## src/usf_pkg.sv

```systemverilog
package usf_pkg;
	// Register addresses on the plain register port
	localparam logic [2:0] ADDR_CTRL1 = 3'h0;
	localparam logic [2:0] ADDR_CTRL2 = 3'h1;
	localparam logic [2:0] ADDR_STAT1 = 3'h2;
	localparam logic [2:0] ADDR_STAT2 = 3'h3;
	localparam logic [2:0] ADDR_CTRL3 = 3'h4;
	localparam logic [2:0] ADDR_DATA = 3'h5;
	// control_reg_one fields
	localparam int C1_LOOP = 7;
	localparam int C1_RX_SOURCE_SEL = 5;
	localparam int C1_NINE = 4;
	// control_reg_two fields
	localparam int C2_TIE = 7;
	localparam int C2_TX_DONE_IRQ_EN = 6;
	localparam int C2_RIE = 5;
	localparam int C2_ILIE = 4;
	localparam int C2_RXON = 2;
	localparam int C2_IDWF = 1;
	// status_reg_one fields
	localparam int S1_TX_EMPTY_FLAG = 7;
	localparam int S1_TC = 6;
	localparam int S1_RX_FULL_FLAG = 5;
	localparam int S1_IDLE = 4;
	localparam int S1_OVR = 3;
	localparam int S1_NF = 2;
	localparam int S1_FE = 1;
	localparam int S1_PF = 0;
	// status_reg_two fields: flags high, their enables low
	localparam int S2_LBK = 7;
	localparam int S2_EDGE = 6;
	localparam int S2_LBKIE = 1;
	localparam int S2_EDGEIE = 0;
	// control_reg_three fields
	localparam int C3_R9 = 7;
	localparam int C3_T9 = 6;
	localparam int C3_DIR = 5;
	localparam int C3_ORIE = 3;
	localparam int C3_NFIE = 2;
	localparam int C3_FEIE = 1;
	localparam int C3_PFIE = 0;
	// Writable bits per register; the rest read as zero, except R9 in control_reg_three and the status_reg_two flags
	localparam logic [7:0] C1_MASK = 8'hB0;
	localparam logic [7:0] C2_MASK = 8'hF6;
	localparam logic [7:0] S2_EN_MASK = 8'h03;
	localparam logic [7:0] C3_MASK = 8'h6F;

	typedef struct packed {
		logic valid;
		logic [8:0] data;
		logic noise;
		logic frame;
		logic parity;
	} usf_rx_char_type;

	typedef struct packed {
		logic load;
		logic [8:0] data;
	} usf_tx_load_type;

	typedef struct packed {
		logic [7:0] ctrl1;
		logic [7:0] ctrl2;
		logic [7:0] ctrl3;
		logic [7:0] stat2_en;
		logic tx_buf_full;
		logic tx_not_done;
		logic [7:0] tx_data;
		logic rx_full_flag;
		logic idle;
		logic ovr;
		logic nf;
		logic fe;
		logic pf;
		logic rx_edge;
		logic lbk;
		logic [8:0] rx_data;
		logic rx_full_flag_arm;
		logic idle_arm;
		logic err_arm;
		logic idle_lock;
		logic [1:0] in_sync;
		logic [1:0] out_sync;
		logic rx_prev;
		logic rx_line;
		logic [7:0] rdata;
		logic irq_tx;
		logic irq_rx;
		logic irq_err;
		logic wake;
		usf_tx_load_type txo;
		logic pin_o;
		logic pin_oe;
		logic pin_release;
	} usf_state_type;
endpackage

```

## src/usf_flags.sv

```systemverilog
`timescale 1ns/10ps
// Function
// - Ten sources in three request groups: transmit, receive, error; each locally enabled.
// - Flags keep updating and stay readable while their enables are clear.
// - Transmit-empty flag tracks free buffer; request while flag and enable set.
// - Transmit-done only when everything sent and line idle; requests when enabled.
// - Receive-full clears after status read with flag set, then data read.
// - Idle flag clears after status read with flag set, then data read.
// - Cleared idle stays clear until a new character sets receive-full.
// - Noise, framing, parity flags set together with receive-full, never on overrun.
// - Character arriving while receive-full set raises overrun and is discarded.
// - With receiver on, falling input edge sets edge flag; write one clears.
// - Nine-bit mode carries a ninth bit both directions.
// - Ninth transmit bit copied with the byte load and retained.
// - Stop halts the block; light keeps registers, deep loses them.
// - Edge detection runs in light stop; enabled edge requests wake.
// - Loop mode feeds transmitter output to receiver and releases the input pin.
// - Single-wire mode: receiver hears transmitter and output pin; input pin released.
// - Single-wire direction bit: zero makes output pin an input, one drives it.
// - In single-wire mode with direction bit one the receiver hears its own transmitted characters.
// - With idle wake flag enabled, idle sets even while receiver sleeps.
module usf_flags (
	input wire logic clk,
	input wire logic reset_n,
	input wire logic [2:0] addr,
	input wire logic [7:0] wdata,
	input wire logic wr,
	input wire logic rd,
	output logic [7:0] rdata,
	input wire usf_pkg::usf_rx_char_type rx_char,
	input wire logic rx_idle_det,
	input wire logic rx_asleep,
	input wire logic lin_break_det,
	input wire logic tx_load_req,
	input wire logic tx_line,
	input wire logic tx_idle,
	output usf_pkg::usf_tx_load_type tx_out,
	output logic rx_line,
	output logic rx_enable,
	output logic nine_bit_mode,
	input wire logic serial_in_pin,
	input wire logic serial_out_i,
	output logic serial_out_o,
	output logic serial_out_oe,
	output logic serial_in_released,
	input wire logic stop_light,
	input wire logic stop_deep,
	output logic irq_tx,
	output logic irq_rx,
	output logic irq_err,
	output logic wake_req
);
	usf_pkg::usf_state_type s_q;
	usf_pkg::usf_state_type s_d;

	always_comb begin
		logic loop;
		logic swire;
		logic rx_src;
		logic act;
		logic take;
		logic tx_empty_flag;
		logic tc;
		loop = 1'b0;
		swire = 1'b0;
		rx_src = 1'b1;
		act = 1'b0;
		take = 1'b0;
		tx_empty_flag = 1'b0;
		tc = 1'b0;
		s_d = s_q;
		s_d.txo.load = 1'b0;
		s_d.rdata = 8'h00;
		act = ~stop_light;
		// Pin synchronisers run even in light stop so edge wake still works
		s_d.in_sync = {s_q.in_sync[0], serial_in_pin};
		s_d.out_sync = {s_q.out_sync[0], serial_out_i};
		loop = s_q.ctrl1[usf_pkg::C1_LOOP];
		swire = loop & s_q.ctrl1[usf_pkg::C1_RX_SOURCE_SEL];
		// Receiver input routing
		if (loop && !swire) begin
			rx_src = tx_line;
		end else if (swire) begin
			if (s_q.ctrl3[usf_pkg::C3_DIR]) begin
				rx_src = tx_line;
			end else begin
				rx_src = s_q.out_sync[1];
			end
		end else begin
			rx_src = s_q.in_sync[1];
		end
		s_d.rx_line = rx_src;
		s_d.rx_prev = s_q.rx_line;
		s_d.pin_release = loop;
		s_d.pin_o = tx_line;
		s_d.pin_oe = ~swire | s_q.ctrl3[usf_pkg::C3_DIR];
		// Edge flag: idle-high line, so the active edge is falling
		if (s_q.ctrl2[usf_pkg::C2_RXON] && s_q.rx_prev && !s_q.rx_line) begin
			s_d.rx_edge = 1'b1;
		end else if (act && wr && addr == usf_pkg::ADDR_STAT2 && wdata[usf_pkg::S2_EDGE]) begin
			s_d.rx_edge = 1'b0;
		end
		s_d.wake = s_q.rx_edge & s_q.stat2_en[usf_pkg::S2_EDGEIE];
		if (act) begin
			// Register writes
			if (wr) begin
				unique case (addr)
					usf_pkg::ADDR_CTRL1: s_d.ctrl1 = wdata & usf_pkg::C1_MASK;
					usf_pkg::ADDR_CTRL2: s_d.ctrl2 = wdata & usf_pkg::C2_MASK;
					usf_pkg::ADDR_STAT2: begin
						s_d.stat2_en = wdata & usf_pkg::S2_EN_MASK;
						if (wdata[usf_pkg::S2_LBK]) begin
							s_d.lbk = 1'b0;
						end
					end
					usf_pkg::ADDR_CTRL3: s_d.ctrl3 = wdata & usf_pkg::C3_MASK;
					usf_pkg::ADDR_DATA: begin
						s_d.tx_data = wdata;
						s_d.tx_buf_full = 1'b1;
					end
					default: ;
				endcase
			end
			// Transmit buffer to shifter; ninth bit copied with the byte
			if (tx_load_req && s_q.tx_buf_full) begin
				s_d.txo.load = 1'b1;
				s_d.txo.data = {s_q.ctrl3[usf_pkg::C3_T9] & s_q.ctrl1[usf_pkg::C1_NINE], s_q.tx_data};
				if (!(wr && addr == usf_pkg::ADDR_DATA)) begin
					s_d.tx_buf_full = 1'b0;
				end
			end
			s_d.tx_not_done = s_d.tx_buf_full | ~tx_idle;
			// Clear sequence step one: arm on status read
			if (rd && addr == usf_pkg::ADDR_STAT1) begin
				s_d.rx_full_flag_arm = s_q.rx_full_flag;
				s_d.idle_arm = s_q.idle;
				s_d.err_arm = s_q.ovr | s_q.nf | s_q.fe | s_q.pf;
			end
			// Step two: data read clears what was armed
			if (rd && addr == usf_pkg::ADDR_DATA) begin
				s_d.rx_full_flag_arm = 1'b0;
				s_d.idle_arm = 1'b0;
				s_d.err_arm = 1'b0;
				if (s_q.rx_full_flag_arm) begin
					s_d.rx_full_flag = 1'b0;
				end
				if (s_q.idle_arm) begin
					s_d.idle = 1'b0;
					s_d.idle_lock = 1'b1;
				end
				if (s_q.err_arm) begin
					s_d.ovr = 1'b0;
					s_d.nf = 1'b0;
					s_d.fe = 1'b0;
					s_d.pf = 1'b0;
				end
			end
			// Hardware sets come last so they win over a same-cycle clear
			if (rx_char.valid && s_q.ctrl2[usf_pkg::C2_RXON]) begin
				if (s_q.rx_full_flag) begin
					s_d.ovr = 1'b1;
				end else begin
					s_d.rx_full_flag = 1'b1;
					s_d.idle_lock = 1'b0;
					s_d.rx_data[7:0] = rx_char.data[7:0];
					s_d.rx_data[8] = rx_char.data[8] & s_q.ctrl1[usf_pkg::C1_NINE];
					s_d.nf = s_d.nf | rx_char.noise;
					s_d.fe = s_d.fe | rx_char.frame;
					s_d.pf = s_d.pf | rx_char.parity;
				end
			end
			if (rx_idle_det && !s_q.idle_lock && (!rx_asleep || s_q.ctrl2[usf_pkg::C2_IDWF])) begin
				s_d.idle = 1'b1;
			end
			if (lin_break_det) begin
				s_d.lbk = 1'b1;
			end
			// Register reads, data one cycle later
			if (rd) begin
				unique case (addr)
					usf_pkg::ADDR_CTRL1: s_d.rdata = s_q.ctrl1;
					usf_pkg::ADDR_CTRL2: s_d.rdata = s_q.ctrl2;
					usf_pkg::ADDR_STAT1: s_d.rdata = {~s_q.tx_buf_full, ~s_q.tx_not_done, s_q.rx_full_flag, s_q.idle,
						s_q.ovr, s_q.nf, s_q.fe, s_q.pf};
					usf_pkg::ADDR_STAT2: s_d.rdata = {s_q.lbk, s_q.rx_edge, 4'h0, s_q.stat2_en[1:0]};
					usf_pkg::ADDR_CTRL3: s_d.rdata = {s_q.rx_data[8], s_q.ctrl3[6:0]};
					usf_pkg::ADDR_DATA: s_d.rdata = s_q.rx_data[7:0];
					default: s_d.rdata = 8'h00;
				endcase
			end
		end
		// Requests follow the next flag values so they line up with the flags
		tx_empty_flag = ~s_d.tx_buf_full;
		tc = ~s_d.tx_not_done;
		s_d.irq_tx = (tx_empty_flag & s_d.ctrl2[usf_pkg::C2_TIE]) | (tc & s_d.ctrl2[usf_pkg::C2_TX_DONE_IRQ_EN]);
		s_d.irq_rx = (s_d.rx_full_flag & s_d.ctrl2[usf_pkg::C2_RIE]) | (s_d.idle & s_d.ctrl2[usf_pkg::C2_ILIE])
			| (s_d.rx_edge & s_d.stat2_en[usf_pkg::S2_EDGEIE])
			| (s_d.lbk & s_d.stat2_en[usf_pkg::S2_LBKIE]);
		s_d.irq_err = (s_d.ovr & s_d.ctrl3[usf_pkg::C3_ORIE]) | (s_d.nf & s_d.ctrl3[usf_pkg::C3_NFIE])
			| (s_d.fe & s_d.ctrl3[usf_pkg::C3_FEIE]) | (s_d.pf & s_d.ctrl3[usf_pkg::C3_PFIE]);
		// Deep stop powers the block down; contents come back as after reset
		if (stop_deep) begin
			s_d = '0;
		end else if (stop_light) begin
			s_d.irq_tx = s_q.irq_tx;
			s_d.irq_rx = s_q.irq_rx | s_d.wake;
			s_d.irq_err = s_q.irq_err;
			s_d.pin_o = s_q.pin_o;
		end
	end

	always_ff @(posedge clk or negedge reset_n) begin
		if (!reset_n) begin
			s_q <= '0;
		end else begin
			s_q <= s_d;
		end
	end

	assign rdata = s_q.rdata;
	assign tx_out = s_q.txo;
	assign rx_line = s_q.rx_line;
	assign rx_enable = s_q.ctrl2[usf_pkg::C2_RXON];
	assign nine_bit_mode = s_q.ctrl1[usf_pkg::C1_NINE];
	assign serial_out_o = s_q.pin_o;
	assign serial_out_oe = s_q.pin_oe;
	assign serial_in_released = s_q.pin_release;
	assign irq_tx = s_q.irq_tx;
	assign irq_rx = s_q.irq_rx;
	assign irq_err = s_q.irq_err;
	assign wake_req = s_q.wake;

	logic run;
	assign run = ~stop_light & ~stop_deep;
endmodule

```

## config.mk

```make
export PLATFORM = sky130hd
export DESIGN_NAME = usf_flags
export DESIGN_NICKNAME = d
export VERILOG_FILES = /design/src/usf_pkg.sv /design/src/usf_flags.sv
export SDC_FILE = /design/constraint.sdc
export NUM_CORES = 1
export LEC_CHECK = 0
export BUFFER_PORTS_ARGS = -buffer_cell sky130_fd_sc_hd__buf_4
export CORE_ASPECT_RATIO = 1.5
export CORE_MARGIN = 1.5
export CORE_UTILIZATION = 45
export DETAILED_ROUTE_END_ITERATION = 10
export PLACE_DENSITY_LB_ADDON = 0.15
export RECOVER_POWER = 100
export SYNTH_ARGS = -nofsm -noshare
export SYNTH_HDL_FRONTEND = slang
export SYNTH_SLANG_ARGS = --single-unit
```

## constraint.sdc

```tcl
create_clock -name clk -period 1.25 [get_ports clk]
set_input_delay 0.0625 -clock clk [delete_from_list [all_inputs] [get_ports clk]]
set_output_delay 0.0625 -clock clk [all_outputs]
set_load 0.05 [all_outputs]
```

# --- Yosys cells after proc, flatten, opt, wreduce, memory -nomap -nowiden ---
# Index checks and enable logic that the tools add are counted.
op_classes:
  n_eq_ne: 7
  n_mux: 52
  bitwise: 37
  reduce_logical: 34
op_table:
  columns: ["operator", "n"]
  rows:
  - ["2-to-1 mux 77 bit", 1]
  - ["2-to-1 mux 8 bit", 8]
  - ["2-to-1 mux 48 bit", 1]
  - ["one-hot mux 8 bit (6 select lines)", 1]
  - ["2-to-1 mux 33 bit", 1]
  - ["2-to-1 mux 1 bit", 24]
  - ["2-to-1 mux 10 bit", 2]
  - ["2-to-1 mux 9 bit", 2]
  - ["bitwise OR 1 bit", 16]
  - ["AND reduction 3 bit", 5]
  - ["bitwise AND 1 bit", 14]
  - ["2-to-1 mux 14 bit", 1]
  - ["nonzero test 2 bit", 7]
  - ["logical AND 1 bit", 13]
  - ["2-to-1 mux 3 bit", 4]
  - ["2-to-1 mux 4 bit", 3]
  - ["2-to-1 mux 6 bit", 2]
  - ["2-to-1 mux 11 bit", 1]
  - ["NOT 1 bit", 7]
  - ["== test 3 x 2 -> 1 bit, second input constant", 2]
  - ["== test 3 bit, second input constant", 2]
  - ["logical NOT 1 bit", 4]
  - ["AND reduction 2 bit", 2]
  - ["== test 3 x 1 -> 1 bit, second input constant", 1]
  - ["6 further kinds", 6]
totals:
  ff_bits: 87
  in_bits: 38
  out_inout_bits: 28
  wordCells: 166

# --- Depth between registers and ports, before layout ---
# Gate-level depths: netlist of the first run.
logic_depth:
  depth_word: 14
  ltp_mapped: 7
  mapped_depth_nobuf: 5

# --- Least setup slack after synthesis of the first run ---
# OpenSTA, ideal clock, no wires.
synth_timing:
  path_kind: "reg2reg"
  startpoint: "register s_q, in the netlist rx_enable"
  endpoint: "register s_q, in the netlist irq_err"
  setup_ns: 0.066
  arrival_ns: 1.651
  required_time_ns: 1.184
  setup_slack_ns: -0.467
  path_stages_with_launch: 6
  path_buffers: 0
  period_less_slack_ns: 1.717
  path_cell_list: "dfrtp_1 -> nand2_1 -> nor3_1 -> a22oi_1 -> o221ai_1 -> o221a_2"
synth_via:
  elab_chain_len: 9
  elab_cells_between_ends: 12
  classes_between: "mux: 4; bitwise: 7; reduce/logical: 1"
synth_rtl:
  columns: ["element", "line_no", "rtl"]
  rows:
  - ["start: declaration", "usf_flags.sv:53", "usf_pkg::usf_state_type s_q;"]
  - ["start signal: assignment", "usf_flags.sv:214", "s_q <= '0;"]
  - ["start signal: assignment", "usf_flags.sv:216", "s_q <= s_d;"]
  - ["logical AND 1 bit *", "usf_flags.sv:159", "if (rx_char.valid && s_q.ctrl2[usf_pkg::C2_RXON]) begin"]
  - ["2-to-1 mux 4 bit *", "usf_flags.sv:159", null]
  - ["2-to-1 mux 48 bit *", "usf_flags.sv:104", "if (act) begin"]
  - ["bitwise AND 1 bit", "usf_flags.sv:199", "s_d.irq_err = (s_d.ovr & s_d.ctrl3[usf_pkg::C3_ORIE]) | (s_d.nf & s_d.ctrl3[usf_pkg::C3_NFIE])"]
  - ["bitwise OR 1 bit", "usf_flags.sv:199", null]
  - ["bitwise OR 1 bit", "usf_flags.sv:200", "| (s_d.fe & s_d.ctrl3[usf_pkg::C3_FEIE]) | (s_d.pf & s_d.ctrl3[usf_pkg::C3_PFIE]);"]
  - ["bitwise OR 1 bit *", "usf_flags.sv:200", null]
  - ["2-to-1 mux 3 bit *", "usf_flags.sv:204", "end else if (stop_light) begin"]
  - ["2-to-1 mux 3 bit *", "usf_flags.sv:202", "if (stop_deep) begin"]
# Every way passes the cells marked *; elsewhere a longest branch is shown, timed or not. The select of a mux whose other input is x is not followed.
# A chain may end at the register's enable or synchronous reset.

# --- Worst setup path in the final report of the first run ---
# Same ends and word-level chain as after synthesis.

==> key figures, run 1 <==
Run status
  – Status: finished, violations left
  – Failing checks: negative setup slack

Timing
  – Worst slew pin tran: 0.564 ns
  – Fmax: 694 MHz
  – Hold Vio Cnt, Final: 0
  – Unrepaired setup endpoints after global routing: true
  – TNS Setup: -1.19 ns
  – Setup violators final: 19
  – Skew final: 0.00486 ns
  – Relative slew slack: 0.624
  – Fin. max-slew vios: 0
  – Period minus WS final: 1.44 ns
  – Tcrit/Tclk final: 1.15
  – Fin worst setup slack: -0.191 ns
  – Min Hold Slack: 0.0173 ns

Detailed routing
  – Total vias in the final route: 3044
  – DRC Markers: 0
  – Starting DRT DRC Count: 204
  – Number of vias per cell: 5.35
  – Pre-antenna DRT Iters: 4
  – Met1 wire length: 4240 um
  – Met3 wire length: 477 um
  – Routed Antenna Nets: 0
  – Routed length per instance: 17.8 um
  – Detailed Route WL: 10100 um
  – Top layer in use: met4
  – Met2 WL post-DR: 5060 um

Synthesis
  – Post-Synthesis Cells: 342
  – Area contributors post-synth: dfrtp_1 55%, mux2i_1 4.5%, a21oi_1 4.2%
  – Synth unique cells: 47
  – Synth top area share: 0.550
  – Synth Register Bits: 79
  – Syn nets: 380
  – Mean Syn Cell Area: 10.5 um^2
  – Ys Warns: 0
  – Number of enable flip-flop cells after synthesis: 0
  – Synth Flop Type: dfrtp_1
  – Asr flop ratio synth: 1.00
  – Mapped cell area: 3590 um^2
  – Top cell type by total area after synthesis: dfrtp_1
  – Sequential area share after synthesis: 0.550

Critical path
  – Critical path arrival: 1.72 ns
  – CP Class: reg -> reg
  – Crit path largest cell delay: 0.40 ns
  – Crit-path slowest cell: dfrtp_2
  – CP required: 1.53 ns
  – Setup crit start kind: register
  – Worst-path cell chain: nand2_4 > nor3_4 > a22oi_2 > o221ai_1 > o221a_2
  – Type of destination of the critical path: register
  – Crit-path max FO: 7

Layout
  – Final nets: 501
  – Layout area overhead: 39.1%
  – N_diodes: 0
  – Fraction of layout cells with a size suffix above 1: 0.355

Clocking
  – Root buffer cell: clkbuf_16
  – Clock slew at reported path FFs: 0.05 ns
  – Clock Tree Buf Depth: 2
  – Clk_lat worst skew: 0.34 ns
  – Num CTS Buffers: 9
  – CTS tree: yes
  – Htree depth: 3
  – Clk sinks: 79

Placed design
  – PortBufs: 65
  – Placer congestion estimate: 0.929
  – Post-DP HPWL: 7400 um

Pwr
  – Switching Fraction: 0.219
  – Reg power frac: 0.430
  – Power Total: 6080 uW
  – Clock share of power: 0.472
  – Pleak: 0.00242 uW
  – Internal power: 4750 uW
  – Peak VDD IR: 0.859 mV
  – Pwr dens: 1220 nW/um^2
  – P_sw: 1330 uW
  – Combinational Power Share: 0.098

Global routing
  – Global-route wire length before repair: 16100 um
  – Tot GR Track Use: 0.251
  – Gr ovfl total: 0
  – Largest net degree at the start of global routing: 40
  – Antenna violations before repair: 0
  – Vias in the first global route: 3103

Die
  – Die extent in y: 112 um
  – Initial Utilization: 0.469
  – Die extent in x: 76.0 um
  – Die ar.: 8540 um^2
  – Ports: 66
  – Core area: 7660 um^2
  – Site Rows: 39

Min path
  – Worst Hold Class: in -> reg

Flow run
  – Max_cap viols: 0
layout make-up:
type	count	area, um^2
fill	650	2660
clock buffer	12	267
sequential	79	1980
timing repair buffer	143	1050
clock inverter	3	65.1
multi-input combinational	225	1490
inverter	5	18.8
tap	102	128
layer usage:
layer | global-route usage | vias up
li1 | - | 1442
met1 | 0.309 | 1483
met2 | 0.411 | 97
met3 | 0.0512 | 22
met4 | 0.142 | 0
met5 | 0 | -
critical path: cells and delay by family (launching register included):
family             cells  cell delay [ns]
AOI/OAI and AO/OA      3             0.55
and+or+nand+nor        2             0.43
DFF                    1             0.40
cells in the mapped netlist (2+ instances only):
cell type  number
inv_1           4
mux2_2          5
nor3_1          4
nor2b_1         9
nand3_1        10
a31oi_1         2
mux2i_1        16
o22a_1          3
a22o_1         16
a32oi_1         3
dfrtp_1        79
nand2_1        35
nor2_1         40
and3_1          2
buf_4          19
o22ai_1         2
buf_2           5
a22oi_1        10
nand3_2         2
a211oi_1        2
clkbuf_1        9
o21ai_0         5
nand2b_1        4
a21oi_1        30
nand3b_1        3
a221oi_1        2
cell usage in the layout (no fill, tap or decap), drive strengths merged, types with 6 or more instances in the layout:
cell type,n
nor2b,9
mux2i,16
nor2,41
a21oi,30
a22o,16
nand3,12
mux2,6
buf,87
dlygate4sd3,19
clkbuf,49
dfrtp,79
nand2,36
a22oi,10
registers in the layout (all words and copies together) (netlist names):
register / flops
serial_out_o: 1
irq_rx: 1
s_q: 51
rdata: 8
rx_line: 1
serial_out_oe: 1
rx_enable: 1
nine_bit_mode: 1
irq_tx: 1
serial_in_released: 1
irq_err: 1
tx_out: 10
wake_req: 1
cell families after synthesis:
kind of cell / synth area share
and+or+nand+nor: 0.161
AOI/OAI and AO/OA: 0.163
DFF: 0.550
buffers and inverters: 0.0613
muxes: 0.0644
repair_timing:
action                                  CTS  global route
gates resized for setup                   8            13
pin swaps                                 7            10
endpoints found under the hold margin    98             0
endpoints found under the setup margin   17            29
setup buffers                             5             4
hold buffers                             19             0
per-stage QoR:
step / cells / cell area (um^2) / utilization / worst slack, ns
after global routing: 569 / 5000 / 0.652 / -0.266
after global placement: 530 / 4460 / 0.582 / -0.234
after CTS: 567 / 5040 / 0.658 / -0.177
after floorplan: 342 / 3630 / - / -0.131
after detailed placement: 530 / 4460 / 0.582 / -0.232
final: 569 / 5000 / 0.652 / -0.191
power groups by stage:
stage          combinational (uW)  clock [uW]  sequential, uW
6_report                      595        2870            2610
2_1_floorplan                 191           0            2690
3_5_place_dp                  551           0            2660
5_1_grt                       643        3030            2610
4_1_cts                       605        2940            2610
3_3_place_gp                  551           0            2660
final timing paths:
| kind | start | endpoint | slack (ns) | cells past startpoint |
|---|---|---|---|---|
| max reg2reg | rx_enable$_DFFE_PN0P_ | irq_err$_DFFE_PN0N_ | -0.19 | 5 |
| max in group asynchronous | reset_n | s_q[51]$_DFF_PN0_ | 0.25 | 3 |
| min reg2reg | s_q[29]$_DFF_PN0_ | s_q[30]$_DFF_PN0_ | 0.48 | 1 |
| min in group asynchronous | reset_n | tx_out[7]$_DFFE_PN0P_ | 0.24 | 2 |
| min | rx_char[11] | s_q[43]$_DFFE_PN0P_ | 0.02 | 3 |
| max | rx_enable$_DFFE_PN0P_ | irq_err$_DFFE_PN0N_ | -0.19 | 5 |
Power figures use the tool's default switching activity.
==> inputs of run 2 (changes only) <==
--- a/config.mk
+++ b/config.mk
@@ -10,8 +10,9 @@
 export CORE_MARGIN = 1.5
 export CORE_UTILIZATION = 45
 export DETAILED_ROUTE_END_ITERATION = 10
-export PLACE_DENSITY_LB_ADDON = 0.15
+export PLACE_DENSITY_LB_ADDON = 0.1
 export RECOVER_POWER = 100
+export SETUP_SLACK_MARGIN = 0.3
 export SYNTH_ARGS = -nofsm -noshare
 export SYNTH_HDL_FRONTEND = slang
 export SYNTH_SLANG_ARGS = --single-unit
==> key figures, run 2 (synthesized netlist as in run 1, its figures left out) <==
Timing
  – Relative slew slack: 0.535
  – Worst slew pin tran: 0.698 ns
  – Fmax: 702 MHz
  – Tcrit/Tclk final: 1.14
  – Setup violators final: 18
  – Period minus WS final: 1.42 ns
  – Hold Vio Cnt, Final: 0
  – Unrepaired setup endpoints after global routing: true
  – Skew final: 0.00334 ns
  – Fin. max-slew vios: 0
  – TNS Setup: -1.15 ns
  – Fin worst setup slack: -0.174 ns

Clocking
  – Clock Tree Buf Depth: 2
  – Clk_lat worst skew: 0.34 ns
  – Clk sinks: 79
  – CTS tree: yes
  – Clock slew at reported path FFs: 0.05 ns
  – Root buffer cell: clkbuf_16
  – Htree depth: 3
  – Num CTS Buffers: 9

Detailed routing
  – DRC Markers: 0
  – Total vias in the final route: 3169
  – Starting DRT DRC Count: 192
  – Pre-antenna DRT Iters: 4
  – Number of vias per cell: 5.36
  – Routed Antenna Nets: 0
  – Detailed Route WL: 10800 um
  – Routed length per instance: 18.3 um

Critical path
  – Critical path arrival: 1.70 ns
  – CP Class: reg -> reg
  – Crit-path max FO: 6
  – CP required: 1.52 ns
  – Setup crit start kind: register
  – Type of destination of the critical path: register

Layout
  – Max FFs per register: 51
  – Commonest non-fill, non-tap cell in the layout: buf_4
  – Fill cell count: 604
  – Final nets: 522
  – Final instance area: 5320 um^2
  – Layout area overhead: 48.1%
  – N_diodes: 0
  – Fraction of layout cells with a size suffix above 1: 0.452
  – Biggest register: s_q
  – Most frequent cells in the layout: 84 x buf_4, 75 x dfrtp_1, 36 x nor2_1, 30 x clkbuf_2, 24 x nand2_1

Die
  – Ports: 66
  – Die extent in x: 76.0 um
  – Site Rows: 39
  – Core area: 7660 um^2
  – Die ar.: 8540 um^2
  – Die extent in y: 112 um
  – Initial Utilization: 0.469

Flow run
  – Max_cap viols: 0

Global routing
  – Largest net degree at the start of global routing: 31
  – Global-route wire length before repair: 17000 um
  – Antenna violations before repair: 0
  – Gr ovfl total: 0
  – Vias in the first global route: 3308
  – Tot GR Track Use: 0.262

Run status
  – Status: finished, violations left
  – Failing checks: negative setup slack

Placed design
  – Place WS: -0.244 ns
  – DP Area: 4540 um^2
  – Post-DP HPWL: 7400 um
  – Placer congestion estimate: 0.873
  – PortBufs: 65

Pwr
  – Pleak: 0.00254 uW
  – Peak VDD IR: 0.793 mV
  – Pwr dens: 1080 nW/um^2

Min path
  – Worst Hold Class: in -> reg
## run 2: final timing paths
| path | endpoint | startpoint | slack [ns] | cells past startpoint |
|---|---|---|---|---|
| max reg2reg | irq_err$_DFFE_PN0N_ | s_q[51]$_DFF_PN0_ | -0.17 | 4 |
| max in group asynchronous | s_q[51]$_DFF_PN0_ | reset_n | 0.20 | 3 |
| max | irq_err$_DFFE_PN0N_ | s_q[51]$_DFF_PN0_ | -0.17 | 4 |
| min | s_q[59]$_DFFE_PN0P_ | wdata[7] | 0.006 | 2 |
| min in group asynchronous | tx_out[9]$_DFF_PN0_ | reset_n | 0.32 | 2 |
| min reg2reg | s_q[28]$_DFF_PN0_ | s_q[27]$_DFF_PN0_ | 0.47 | 1 |
## run 2: what timing repair did
| item | 4_1_cts | 5_1_grt |
|---|---|---|
| pin swaps | 22 | 18 |
| setup endpoints to repair | 56 | 70 |
| buffers inserted | 15 | 11 |
| cloned | 2 | 0 |
| hold buffers | 19 | 0 |
| resized for setup | 54 | 48 |
| hold endpoints to repair | 80 | 0 |
## run 2: power breakdown
part	total [uW]	switching, uW	internal [uW]
Clock	2530	977	1550
Sequential	2610	20.9	2590
Combinational	629	362	267
Total	5770	1360	4410
## run 2: per-stage QoR
stage               hold slack (ns)  instances  utilization  total power, uW
CTS                         0.00426        580        0.699             5810
global route                0.00811        591        0.695             5970
finish                      0.00595        591        0.695             5770
global placement             0.0115        528        0.593             3220
floorplan                    -0.233        342            -             2900
detailed placement           0.0135        528        0.593             3220
## run 2: worst max-delay path, cell delays in order, from the launching register on
cell	delay, ns
dfrtp_2	0.45
nor3_4	0.36
a22oi_2	0.15
o221ai_1	0.20
o221a_2	0.21
## run 2: layout make-up
type	instances	area (um^2)	share of cell area
Tap cell	102	128	0.0240
Multi-Input combinational cell	227	1680	0.315
Clock inverter	3	15.0	0.00282
Sequential cell	79	1980	0.372
Inverter	5	23.8	0.00447
Clock buffer	13	280	0.0527
Timing Repair Buffer	162	1210	0.228
## run 2: layer usage
layer	global-route usage	routed length [um]	vias to the layer above
met3	0.0423	450	27
met2	0.467	5700	96
met5	0	0	-
li1	-	-	1487
met4	0.117	344	0
met1	0.311	4290	1559
